File: config.mk
export PLATFORM = sky130hd
export DESIGN_NAME = ext_irq_slice
export DESIGN_NICKNAME = d
export VERILOG_FILES = /design/src/include/irq_slice_pkg.sv /design/src/core/ext_irq_slice.sv /design/src/core/irq_level_pick.sv /design/src/core/sfr_byte_reg.sv
export SDC_FILE = /design/constraint.sdc
export NUM_CORES = 1
export LEC_CHECK = 0
export BUFFER_PORTS_ARGS = -buffer_cell sky130_fd_sc_hd__buf_2
export CAP_MARGIN = 0
export CORE_AREA = 2 2 63 65
export CTS_BUF_LIST = sky130_fd_sc_hd__clkbuf_4
export DETAILED_ROUTE_END_ITERATION = 16
export DIE_AREA = 0 0 65 67
export PLACE_DENSITY_LB_ADDON = 0.15
export SKIP_LAST_GASP = 1
export SYNTH_ARGS = -nofsm -noshare
export SYNTH_HDL_FRONTEND = slang
export SYNTH_SLANG_ARGS = --single-unit
File: constraint.sdc
create_clock -name ref_clk -period 1.6 [get_ports ref_clk]
set_input_delay 0.08 -clock ref_clk [delete_from_list [all_inputs] [get_ports ref_clk]]
set_output_delay 0.08 -clock ref_clk [all_outputs]
set_load 0.01 [all_outputs]
File: src/include/irq_slice_pkg.sv
`default_nettype none
package irq_slice_pkg;
    // ----------------------------------------
    // register map
    // ----------------------------------------
    localparam logic [7:0] MASK_FIRST_ADDR = 8'he7;
    localparam logic [7:0] PRIO_SECOND_ADDR = 8'hf6;
    localparam logic [7:0] MASK_FIRST_RESET = 8'h00;
    localparam logic [7:0] PRIO_SECOND_RESET = 8'h00;
    // writable bits; the rest store nothing and read as zero
    localparam logic [7:0] MASK_FIRST_RW = 8'h0f;
    localparam logic [7:0] PRIO_SECOND_RW = 8'h7f;
    localparam logic [7:0] SFR_IDLE_DATA = 8'h00;
    // ----------------------------------------
    // mask register fields
    // ----------------------------------------
    localparam int THIRD_TIMER_BIT = 0;
    localparam int PRIM_CONV_DONE_BIT = 1;
    localparam int FOURTH_TIMER_BIT = 2;
    localparam int SEC_CONV_WINDOW_BIT = 3;
    // ----------------------------------------
    // priority register fields
    // ----------------------------------------
    localparam int SERIAL_PERIPH_BIT = 0;
    localparam int MGMT_BUS_BIT = 1;
    localparam int PRIM_CONV_WINDOW_BIT = 2;
    localparam int COUNTER_ARRAY_BIT = 3;
    localparam int COMPARATOR_A_BIT = 4;
    localparam int COMPARATOR_B_BIT = 5;
    localparam int COMPARATOR_C_BIT = 6;
    localparam int PRIO_RSVD_BIT = 7;
    // ----------------------------------------
    // source numbering, lowest wins within a level
    // ----------------------------------------
    localparam int N_SRC = 11;
    localparam int N_MASKED = 4;
    localparam int N_PRIO = 7;
    localparam int SRC_W = 4;
    localparam logic [3:0] SRC_THIRD_TIMER = 4'h0;
    localparam logic [3:0] SRC_PRIM_CONV_DONE = 4'h1;
    localparam logic [3:0] SRC_FOURTH_TIMER = 4'h2;
    localparam logic [3:0] SRC_SEC_CONV_WINDOW = 4'h3;
    localparam logic [3:0] SRC_SERIAL_PERIPH = 4'h4;
    localparam logic [3:0] SRC_COMPARATOR_C = 4'ha;
endpackage
`default_nettype wire

File: src/core/ext_irq_slice.sv
// How it works
// - the secondary converter window request passes only while mask bit 3 is one.
// - mask bit 2 gates the fourth timer overflow request.
// - mask bit 1 gates the primary converter done request.
// - mask bit 0 gates the third timer overflow request.
// - the priority register answers at 0xf6 whatever the page select holds.
// - the priority register resets to zero, bits 6..0 read and write, bit 7 reserved.
// - priority bit 6 puts comparator c at the high level when set.
// - priority bit 5 puts comparator b at the high level when set.
// - priority bit 4 puts comparator a at the high level when set.
// - priority bit 3 puts the counter array at the high level when set.
// - priority bit 2 puts the primary window compare at the high level when set.
// - priority bit 1 puts the management bus at the high level when set.
// - priority bit 0 puts the serial peripheral at the high level when set.
// - the mask register answers at 0xe7 on every page, resets to zero, bit 3 window mask.
`timescale 1ns/1ps
`default_nettype none
module ext_irq_slice (
    input wire logic ref_clk,
    input wire logic rst,
    input wire logic [7:0] sfr_addr,
    input wire logic [7:0] sfr_page,
    input wire logic sfr_wr,
    input wire logic [7:0] sfr_wdata,
    input wire logic sfr_rd,
    output logic [7:0] sfr_rdata,
    output logic sfr_rd_hit,
    input wire logic sec_conv_window_flag,
    input wire logic fourth_timer_overflow_flag,
    input wire logic prim_conv_done_flag,
    input wire logic third_timer_overflow_flag,
    input wire logic [irq_slice_pkg::N_MASKED-1:0] masked_src_priority,
    input wire logic [irq_slice_pkg::N_PRIO-1:0] prio_src_flags,
    input wire logic [irq_slice_pkg::N_PRIO-1:0] prio_src_enables,
    output logic [3:0] ext_irq_mask_first,
    output logic [7:0] ext_irq_priority_second,
    output logic irq_req,
    output logic irq_high,
    output logic [irq_slice_pkg::SRC_W-1:0] irq_src,
    output logic [irq_slice_pkg::N_SRC-1:0] irq_pending
);
    import irq_slice_pkg::*;

    // ----------------------------------------
    // registers
    // ----------------------------------------
    logic mask_hit;
    logic prio_hit;
    logic [7:0] mask_raw;
    logic [7:0] prio_raw;
    logic [7:0] sfr_rdata_reg;
    logic [7:0] sfr_rdata_next;
    logic sfr_rd_hit_reg;

    // page select is deliberately not part of either decode
    sfr_byte_reg #(
        .ADDR(MASK_FIRST_ADDR),
        .RW_MASK(MASK_FIRST_RW),
        .RESET_VAL(MASK_FIRST_RESET)
    ) u_mask_first (
        .ref_clk(ref_clk),
        .rst(rst),
        .sfr_addr(sfr_addr),
        .sfr_wr(sfr_wr),
        .sfr_wdata(sfr_wdata),
        .hit(mask_hit),
        .value(mask_raw)
    );

    sfr_byte_reg #(
        .ADDR(PRIO_SECOND_ADDR),
        .RW_MASK(PRIO_SECOND_RW),
        .RESET_VAL(PRIO_SECOND_RESET)
    ) u_prio_second (
        .ref_clk(ref_clk),
        .rst(rst),
        .sfr_addr(sfr_addr),
        .sfr_wr(sfr_wr),
        .sfr_wdata(sfr_wdata),
        .hit(prio_hit),
        .value(prio_raw)
    );

    assign ext_irq_mask_first = mask_raw[3:0];
    assign ext_irq_priority_second = prio_raw;

    // ----------------------------------------
    // read port
    // ----------------------------------------
    always_comb begin
        sfr_rdata_next = SFR_IDLE_DATA;
        if (mask_hit) begin
            sfr_rdata_next = mask_raw;
        end else if (prio_hit) begin
            // top bit never stored, so reads back zero
            sfr_rdata_next = prio_raw;
        end
    end

    always_ff @(posedge ref_clk) begin
        if (rst) begin
            sfr_rdata_reg <= SFR_IDLE_DATA;
            sfr_rd_hit_reg <= 1'b0;
        end else if (sfr_rd) begin
            sfr_rdata_reg <= sfr_rdata_next;
            sfr_rd_hit_reg <= mask_hit | prio_hit;
        end else begin
            sfr_rd_hit_reg <= 1'b0;
        end
    end

    assign sfr_rdata = sfr_rdata_reg;
    assign sfr_rd_hit = sfr_rd_hit_reg;

    // ----------------------------------------
    // masking
    // ----------------------------------------
    logic [N_SRC-1:0] req_vec;
    logic [N_SRC-1:0] level_vec;

    always_comb begin
        req_vec = '0;
        req_vec[SRC_THIRD_TIMER] = third_timer_overflow_flag
            & mask_raw[THIRD_TIMER_BIT];
        req_vec[SRC_PRIM_CONV_DONE] = prim_conv_done_flag
            & mask_raw[PRIM_CONV_DONE_BIT];
        req_vec[SRC_FOURTH_TIMER] = fourth_timer_overflow_flag
            & mask_raw[FOURTH_TIMER_BIT];
        req_vec[SRC_SEC_CONV_WINDOW] = sec_conv_window_flag
            & mask_raw[SEC_CONV_WINDOW_BIT];
        // the other seven are masked by enables held elsewhere
        req_vec[N_SRC-1:N_MASKED] = prio_src_flags & prio_src_enables;
    end

    // ----------------------------------------
    // level selection
    // ----------------------------------------
    always_comb begin
        level_vec = '0;
        level_vec[N_MASKED-1:0] = masked_src_priority;
        level_vec[N_MASKED + SERIAL_PERIPH_BIT] =
            prio_raw[SERIAL_PERIPH_BIT];
        level_vec[N_MASKED + MGMT_BUS_BIT] =
            prio_raw[MGMT_BUS_BIT];
        level_vec[N_MASKED + PRIM_CONV_WINDOW_BIT] =
            prio_raw[PRIM_CONV_WINDOW_BIT];
        level_vec[N_MASKED + COUNTER_ARRAY_BIT] =
            prio_raw[COUNTER_ARRAY_BIT];
        level_vec[N_MASKED + COMPARATOR_A_BIT] =
            prio_raw[COMPARATOR_A_BIT];
        level_vec[N_MASKED + COMPARATOR_B_BIT] =
            prio_raw[COMPARATOR_B_BIT];
        level_vec[N_MASKED + COMPARATOR_C_BIT] =
            prio_raw[COMPARATOR_C_BIT];
    end

    // ----------------------------------------
    // arbitration
    // ----------------------------------------
    logic hi_any;
    logic lo_any;
    logic [SRC_W-1:0] hi_idx;
    logic [SRC_W-1:0] lo_idx;
    logic irq_req_reg;
    logic irq_high_reg;
    logic [SRC_W-1:0] irq_src_reg;
    logic [N_SRC-1:0] irq_pending_reg;

    irq_level_pick #(.N(N_SRC), .IDX_W(SRC_W)) u_pick_high (
        .req(req_vec & level_vec),
        .any(hi_any),
        .idx(hi_idx)
    );

    irq_level_pick #(.N(N_SRC), .IDX_W(SRC_W)) u_pick_low (
        .req(req_vec & ~level_vec),
        .any(lo_any),
        .idx(lo_idx)
    );

    // one register stage: the core sees a stable choice for a full cycle
    always_ff @(posedge ref_clk) begin
        if (rst) begin
            irq_req_reg <= 1'b0;
            irq_high_reg <= 1'b0;
            irq_src_reg <= '0;
        end else if (hi_any) begin
            irq_req_reg <= 1'b1;
            irq_high_reg <= 1'b1;
            irq_src_reg <= hi_idx;
        end else if (lo_any) begin
            irq_req_reg <= 1'b1;
            irq_high_reg <= 1'b0;
            irq_src_reg <= lo_idx;
        end else begin
            irq_req_reg <= 1'b0;
            irq_high_reg <= 1'b0;
            irq_src_reg <= '0;
        end
    end

    always_ff @(posedge ref_clk) begin
        if (rst) begin
            irq_pending_reg <= '0;
        end else begin
            irq_pending_reg <= req_vec;
        end
    end

    assign irq_req = irq_req_reg;
    assign irq_high = irq_high_reg;
    assign irq_src = irq_src_reg;
    assign irq_pending = irq_pending_reg;
endmodule
`default_nettype wire

File: src/core/irq_level_pick.sv
`timescale 1ns/1ps
`default_nettype none
module irq_level_pick #(
    parameter int N = 11,
    parameter int IDX_W = 4
) (
    input wire logic [N-1:0] req,
    output logic any,
    output logic [IDX_W-1:0] idx
);
    // scan downward so the lowest pending index is kept
    always_comb begin
        any = 1'b0;
        idx = '0;
        for (int i = N - 1; i >= 0; i--) begin
            if (req[i]) begin
                any = 1'b1;
                idx = IDX_W'(i);
            end
        end
    end
endmodule
`default_nettype wire

File: src/core/sfr_byte_reg.sv
`timescale 1ns/1ps
`default_nettype none
module sfr_byte_reg #(
    parameter logic [7:0] ADDR = 8'h00,
    parameter logic [7:0] RW_MASK = 8'hff,
    parameter logic [7:0] RESET_VAL = 8'h00
) (
    input wire logic ref_clk,
    input wire logic rst,
    input wire logic [7:0] sfr_addr,
    input wire logic sfr_wr,
    input wire logic [7:0] sfr_wdata,
    output logic hit,
    output logic [7:0] value
);
    logic [7:0] value_reg;

    // decoded on every page; the page select never reaches here
    assign hit = (sfr_addr == ADDR);
    assign value = value_reg;

    always_ff @(posedge ref_clk) begin
        if (rst) begin
            value_reg <= RESET_VAL;
        end else if (sfr_wr && hit) begin
            // bits outside the mask never store
            value_reg <= sfr_wdata & RW_MASK;
        end
    end
endmodule
`default_nettype wire

# Word-level counts from Yosys, hierarchy flattened
# Index checks and enable logic that the tools add are counted.
# totals
register_bits	37
wordCells	74
# op_classes
eq_ne	2
n_mux	51
bitwise_logic	10
reduce_logical	3
# op_table
op	n
two-way mux 4 bit	24
two-way mux 1 bit	25
bitwise AND 11 bit	2
== test 8 bit (second input constant)	2
two-way mux 7 bit	2
NOT 11 bit	1
bitwise AND 7 bit	1
bitwise AND 1 bit	4
logical AND 1 bit	2
OR reduction 2 bit	1
NOT 1 bit	1
bitwise OR 1 bit	1

# Longest topological paths before layout
# Gate-level depths: netlist of the first run.
# depth
word_depth	15
mapped_depth	5

# Modules after synthesis
# Synthesis of the first run repeated with hierarchy kept, for this count alone.
# unflattened
cells_unflattened	227
area_unflattened_um2	1984.4
# modules_own_cells
module	instances	cells_each	area_each_um2	seq_area_each_um2
ext_irq_slice	1	127	1109.8	520.5
sfr_byte_reg at u_prio_second	1	36	389.1	140.1
sfr_byte_reg at u_mask_first	1	26	260.2	80.1
irq_level_pick	2	19	112.6	0.0

# Least setup slack after synthesis of the first run
# No wires, ideal clock.
# synth_timing
path_type	register to register
from	register u_mask_first.value_reg[0], in the netlist u_mask_first.value[0]
to	register irq_src_reg[1], in the netlist irq_src[1]
setup_time_ns	0.075
arrival_time_ns	1.294
required_ns	1.525
path_slack_ns	0.231
stages_incl_launch_ff	6
n_path_buf	0
path_cell_list	dfxtp_1 -> nand3_1 -> nand2b_4 -> nand2b_4 -> or4_1 -> o22ai_1
# synth_between
elab_chain_len	5
# synth_lines
element	line	rtl
start, declared	sfr_byte_reg.sv:16	logic [7:0] value_reg;
start signal, assigned	sfr_byte_reg.sv:27	value_reg <= sfr_wdata & RW_MASK;
bitwise AND 1 bit *	ext_irq_slice.sv:124	& mask_raw[THIRD_TIMER_BIT];
bitwise AND 11 bit	ext_irq_slice.sv:176	.req(req_vec & ~level_vec),
two-way mux 4 bit / two-way mux 1 bit (equally long branches)	irq_level_pick.sv:16	if (req[i]) begin
two-way mux 4 bit	ext_irq_slice.sv:191	end else if (lo_any) begin
two-way mux 4 bit *	ext_irq_slice.sv:187	end else if (hi_any) begin
end signal, assigned	ext_irq_slice.sv:190	irq_src_reg <= hi_idx;
end signal, assigned	ext_irq_slice.sv:194	irq_src_reg <= lo_idx;
end, declared	ext_irq_slice.sv:166	logic [SRC_W-1:0] irq_src_reg;
# Mark *: on every way between the ends. The rest lies on a longest branch, timed or not.
# A chain may end at the register's enable or synchronous reset.

# Worst setup path in the final report of the first run
# layout_timing
from	input port prio_src_enables[2] (netlist name)
to	register irq_src_reg[0], in the netlist irq_src[0]
# layout_between
elab_chain_len	11
# layout_lines
element	line	rtl
start, declared	ext_irq_slice.sv:34	input wire logic [irq_slice_pkg::N_PRIO-1:0] prio_src_enables,
bitwise AND 7 bit *	ext_irq_slice.sv:132	req_vec[N_SRC-1:N_MASKED] = prio_src_flags & prio_src_enables;
bitwise AND 11 bit	ext_irq_slice.sv:176	
two-way mux 4 bit / two-way mux 1 bit (equally long branches) (7 in a row)	irq_level_pick.sv:16	
two-way mux 4 bit	ext_irq_slice.sv:191	
two-way mux 4 bit *	ext_irq_slice.sv:187	
# Marked as above.

==> metrics, run 1 <==
LEAKAGE=1.195 nW; final WL=4.320 mm; DRC Markers=0; crit share post-route=96.20%; largest net degree at the start of global routing=34; hold crit path type=in -> reg; clk buf depth=2; Clock Sinks=36; status=completed; Final Skew=0.01250 ns; core region area=0.003606 sq mm; Max Cap Violations=0; clock buffer count from CTS=5; DPL Wire Length=3.082 mm; worst reg2reg path depth=5; yosys synthesis warning count=0; Req. time, crit path=1.86 ns; initial antenna violation count=0; critical hold path startpoint=prio_src_enables[6]; Comb pwr share=12.3%; f_max=0.6497 GHz; die area=0.004355 sq mm; htree depth=2; GP Congestion=0.8904; Final min period=1.539 ns; register area share after synthesis=45.25%; worst-skew pair later-pin latency=0.35 ns; top-level port count=88; switching power of the nets=0.4251 mW; post-route ant nets=0; Clock transition at path regs=0.11 ns; pre-CTS setup slack=0.1765 ns; worst hold slack=0.01575 ns; count leader, synth=dfxtp_1; Critical Path Start Type=input pin; CP arrival=1.80 ns; clock network fraction of design power=36.1%; FF-to-FF Start=u_prio_second.value[2]; Largest register FFs=11; Critical Path Source=prio_src_enables[2]; area leader, netlist=dfxtp_1; share of the synthesized area in the top cell type=45.25%; cells after synthesis=185; chip width=65 microns; vias per inst=5.071; Final setup viols=0; Setup WS post-layout=0.06081 ns; Slew Limit Fails=0; PortBufs=76; placed cell area=0.002044 sq mm; Hold Vio Cnt, Final=0; drt wl/cell=12.86 microns; initial drt markers=72; CTS tree=built; Seq pwr share=51.6%; final cell count without fillers=336; Finished Cell Area=0.002351 sq mm; commonest cells in the synthesized netlist=dfxtp_1 (36), nor2_1 (31), nand2_1 (17), nand3_1 (17); Max IR drop VDD=551.6 uV; Int Pwr=1.348 mW; sw frac=23.97%; share of post-route cells with drive strength above 1=35.42%; synthesized cell area=0.001593 sq mm; Setup crit end kind=flip-flop; ys flop type=dfxtp_1; crit-path max FO=4; row count=22; register bit total from synthesis=36; fin util=65.20%; root buffer cell=clkbuf_4; worst hold stages=3; main area contributors after synthesis=dfxtp_1 (45%), nor2_1 (7.3%), mux2i_1 (6.9%), nand3_1 (5.3%), nand2_1 (4.0%); first-pass GRT wire length=6.941 mm; Die Y=67 microns; Pwr Density=754.4 mW/mm^2; Netlist cell types=35; grt ovf=0; vias=1704; EDFF count, synth=0; # fillers=335; WS Path Type=in -> reg; Post-synth ARST share=0%; Post-Place Cells=309; Pre-Repair DR Iteration Count=4; Syn Area/Cell=8.610 sq um; Inserted Diodes=0; vias in the first global route=1574; gr usage total=21.25%; Final #Nets=337; Syn-to-layout area delta=47.60%; Initial Utilization=44.17%
[per-layer routing]
metal,wire length (microns),track usage (%),vias to the layer above
li1,-,-,861
met1,1815,24.66,766
met2,2069,37.11,71
met3,381,6.419,6
met4,54,7.181,0
met5,0,0,-
[timing repair]
action	in CTS	in global routing
endpoints found under the setup margin	0	1
gates resized for setup	0	6
endpoints found under the hold margin	16	0
buffers inserted	0	1
hold buffers	18	0
[power groups by stage]
stage          clock network, mW  registers (mW)  logic (mW)
2_1_floorplan                  0           0.945      0.0757
3_3_place_gp                   0           0.936       0.174
3_5_place_dp                   0           0.936       0.176
4_1_cts                    0.660           0.916       0.210
5_1_grt                    0.695           0.917       0.239
6_report                   0.641           0.915       0.218
[stage by stage]
step / power, mW / setup TNS (ns)
CTS: 1.785 / 0
finish: 1.774 / 0
global route: 1.850 / -0.02237
detailed placement: 1.112 / 0
global placement: 1.110 / 0
floorplan: 1.021 / 0
[final timing paths]
| kind | end | slack (ns) |
|---|---|---|
| max | irq_src[0] | 0.06 |
| max reg2reg | irq_src[0] | 0.08 |
| min | irq_pending[10] | 0.02 |
| min reg2reg | sfr_rdata[1] | 0.48 |
[worst max-delay path: stages]
cell and delay (ns):
dlygate4sd3_1 0.54, buf_2 0.15, nand3_2 0.09, nand4_1 0.25
nor4b_4 0.39, nand2_1 0.10, o32ai_2 0.20
[cells by family (layout without fill, tap and decap cells)]
group                  count (synthesis)  count (layout)  synth area share (%)
AOI/OAI and AO/OA                     30              30                 12.33
and+or+nand+nor                       99              99                 32.44
muxes                                 11              11                 6.913
other                                  1               2                0.2354
buffers and inverters                  8             110                 2.828
DFF                                   36              36                 45.25
[cells in the final DEF (no fill, tap or decap), types with 2 or more instances in the layout]
| cell | count |
|---|---|
| a21oi_1 | 11 |
| a22o_1 | 4 |
| a31oi_1 | 3 |
| buf_2 | 76 |
| buf_4 | 8 |
| clkbuf_4 | 5 |
| conb_1 | 2 |
| dfxtp_1 | 36 |
| dlygate4sd3_1 | 18 |
| mux2i_1 | 11 |
| nand2_1 | 17 |
| nand2b_1 | 6 |
| nand2b_4 | 2 |
| nand3_1 | 14 |
| nand3_2 | 4 |
| nand3b_1 | 5 |
| nand4_1 | 2 |
| nor2_1 | 31 |
| nor2b_1 | 5 |
| nor3_1 | 4 |
| o211ai_1 | 2 |
| o21ai_1 | 2 |
| o22ai_1 | 3 |
[layout make-up]
| type | count | area (sq um) | share of cell area [%] |
|---|---|---|---|
| Sequential cell | 36 | 720.7 | 30.65 |
| Multi-Input combinational cell | 142 | 869.6 | 36.99 |
| Tap cell | 48 | 60.06 | 2.555 |
| Clock inverter | 3 | 42.54 | 1.809 |
| Timing Repair Buffer | 102 | 620.6 | 26.40 |
| Clock buffer | 5 | 37.54 | 1.597 |
Note: power is estimated with default switching activity, not from simulation.
==> run 2: changes to the inputs <==
--- a/config.mk
+++ b/config.mk
@@ -7,10 +7,9 @@
 export LEC_CHECK = 0
 export BUFFER_PORTS_ARGS = -buffer_cell sky130_fd_sc_hd__buf_2
 export CAP_MARGIN = 0
-export CORE_AREA = 2 2 63 65
-export CTS_BUF_LIST = sky130_fd_sc_hd__clkbuf_4
+export CORE_AREA = 2 2 64 66
 export DETAILED_ROUTE_END_ITERATION = 16
-export DIE_AREA = 0 0 65 67
+export DIE_AREA = 0 0 66 68
 export PLACE_DENSITY_LB_ADDON = 0.15
 export SKIP_LAST_GASP = 1
 export SYNTH_ARGS = -nofsm -noshare
==> metrics, run 2 (same netlist as run 1, synthesis figures left out) <==
status=completed; grt ovf=0; chip width=66 microns; RSZ-0062 raised after global routing=yes; initial drt markers=89; hold crit path type=in -> reg; Clock transition at path regs=0.07 ns; Finished Cell Area=0.002152 sq mm; share of post-route cells with drive strength above 1=35.82%; clk buf depth=2; die area=0.004488 sq mm; DRC Markers=0; core region area=0.003856 sq mm; vias=1608; commonest cells after routing, fill and taps aside=buf_2 (76), dfxtp_1 (36), nor2_1 (31); htree depth=2; most common cell after layout, fill and taps aside=buf_2; Req. time, crit path=1.80 ns; Die Y=68 microns; worst-skew pair later-pin latency=0.29 ns; Max IR drop VDD=364.7 uV; final WL=4.041 mm; row count=23; gr usage total=19.50%; setup TNS=0 ns; Final Skew=0.003266 ns; CP Buf/Inv Count=0; Pre-Repair DR Iteration Count=4; first-pass GRT wire length=6.472 mm; Pwr Density=825.3 mW/mm^2; max incr delay on CP=0.42 ns; Critical Path Start Type=flip-flop; met2 Usage GRT=31.94%; CP arrival=1.65 ns; met1 Usage GRT=24.09%; Setup crit end kind=flip-flop; Max Cap Violations=0; placed cell area=0.002039 sq mm; PortBufs=76; number of hold buffers added after CTS=0; root buffer cell=clkbuf_8; clock buffer count from CTS=5; vias in the first global route=1447; LEAKAGE=1.127 nW; Setup WS post-layout=0.1442 ns; pre-CTS setup slack=0.1773 ns; # fillers=392; Storage cell area=720.7 sq um; Final #Nets=318; Initial Utilization=41.30%; Clock Sinks=36; most used routing layer in global routing=met2; slowest CP cell=dfxtp_1; GR Layer Usage met3=4.934%; post-route ant nets=0; f_max=0.6869 GHz; drt wl/cell=12.71 microns; top-level port count=88; CP top delay family=compound AO/OA/AOI/OAI gates; Syn-to-layout area delta=35.11%; vias per inst=5.057; worst hold slack=0.02447 ns; Largest register FFs=11; WS Path Type=reg -> reg; largest net degree at the start of global routing=34; CTS tree=built; DPL Wire Length=3.148 mm; Final min period=1.456 ns; Slew Limit Fails=0; initial antenna violation count=0; Final setup viols=0; Inserted Diodes=0; CP cell instances=and3b_1 > o31a_1 > o21ai_1 > a31oi_1 > o32ai_1; crit share post-route=90.99%; crit-path max FO=6; GP Congestion=0.8079; area of the multi-input gates=839.6 sq um; total power draw=1.776 mW; Hold Vio Cnt, Final=0
[run 2: cell count changes in the layout (fill, tap and decap cells not counted), moves of 2 or more]
cell           change
clkbuf_4           -5
clkbuf_8           +7
dlygate4sd3_1     -18
nand3_1            +3
nand3_2            -2
[run 2: final timing paths]
path | startpoint | endpoint | slack, ns | cells past startpoint
max | u_prio_second.value[4] | irq_src[0] | 0.14 | 5
min | sfr_wdata[4] | u_prio_second.value[4] | 0.02 | 3
max reg2reg | u_prio_second.value[4] | irq_src[0] | 0.14 | 5
min reg2reg | sfr_rdata[1] | sfr_rdata[1] | 0.47 | 2
[run 2: per-stage QoR]
step	cells	utilization, %
floorplan	186	-
global placement	310	52.89
detailed placement	310	52.89
CTS	317	55.39
global route	318	55.81
finish	318	55.81
[run 2: final cells by class]
type                    count  area share (%)
well taps                  50           2.907
flip-flops and latches     36           33.49
clock buffers               7           4.477
multi-input cells         142           39.01
repair buffers             83           20.12
[run 2: worst reg2reg max path, stage by stage, from the launching register on]
cell	delay [ns]
dfxtp_1	0.42
and3b_1	0.20
o31a_1	0.25
o21ai_1	0.14
a31oi_1	0.11
o32ai_1	0.25
[run 2: metal layers]
layer  up-vias  wire length (microns)
met5         -                      0
met4         0                     51
met3         6                    273
met2        56                   1913
met1       730                   1803
li1        816                      -
[run 2: repair_timing]
action | CTS | global route
setup buffers | 0 | 1
endpoints found under the setup margin | 0 | 1
hold endpoints to repair | 0 | 0
resized for setup | 0 | 1
[run 2: where the power goes]
part,total (mW),switching [mW],leakage [nW],internal [mW]
Combinational,0.176,0.0956,0.784,0.0808
Sequential,0.915,0.00339,0.292,0.912
Clock,0.684,0.301,0.0503,0.383
Total,1.78,0.400,1.13,1.38
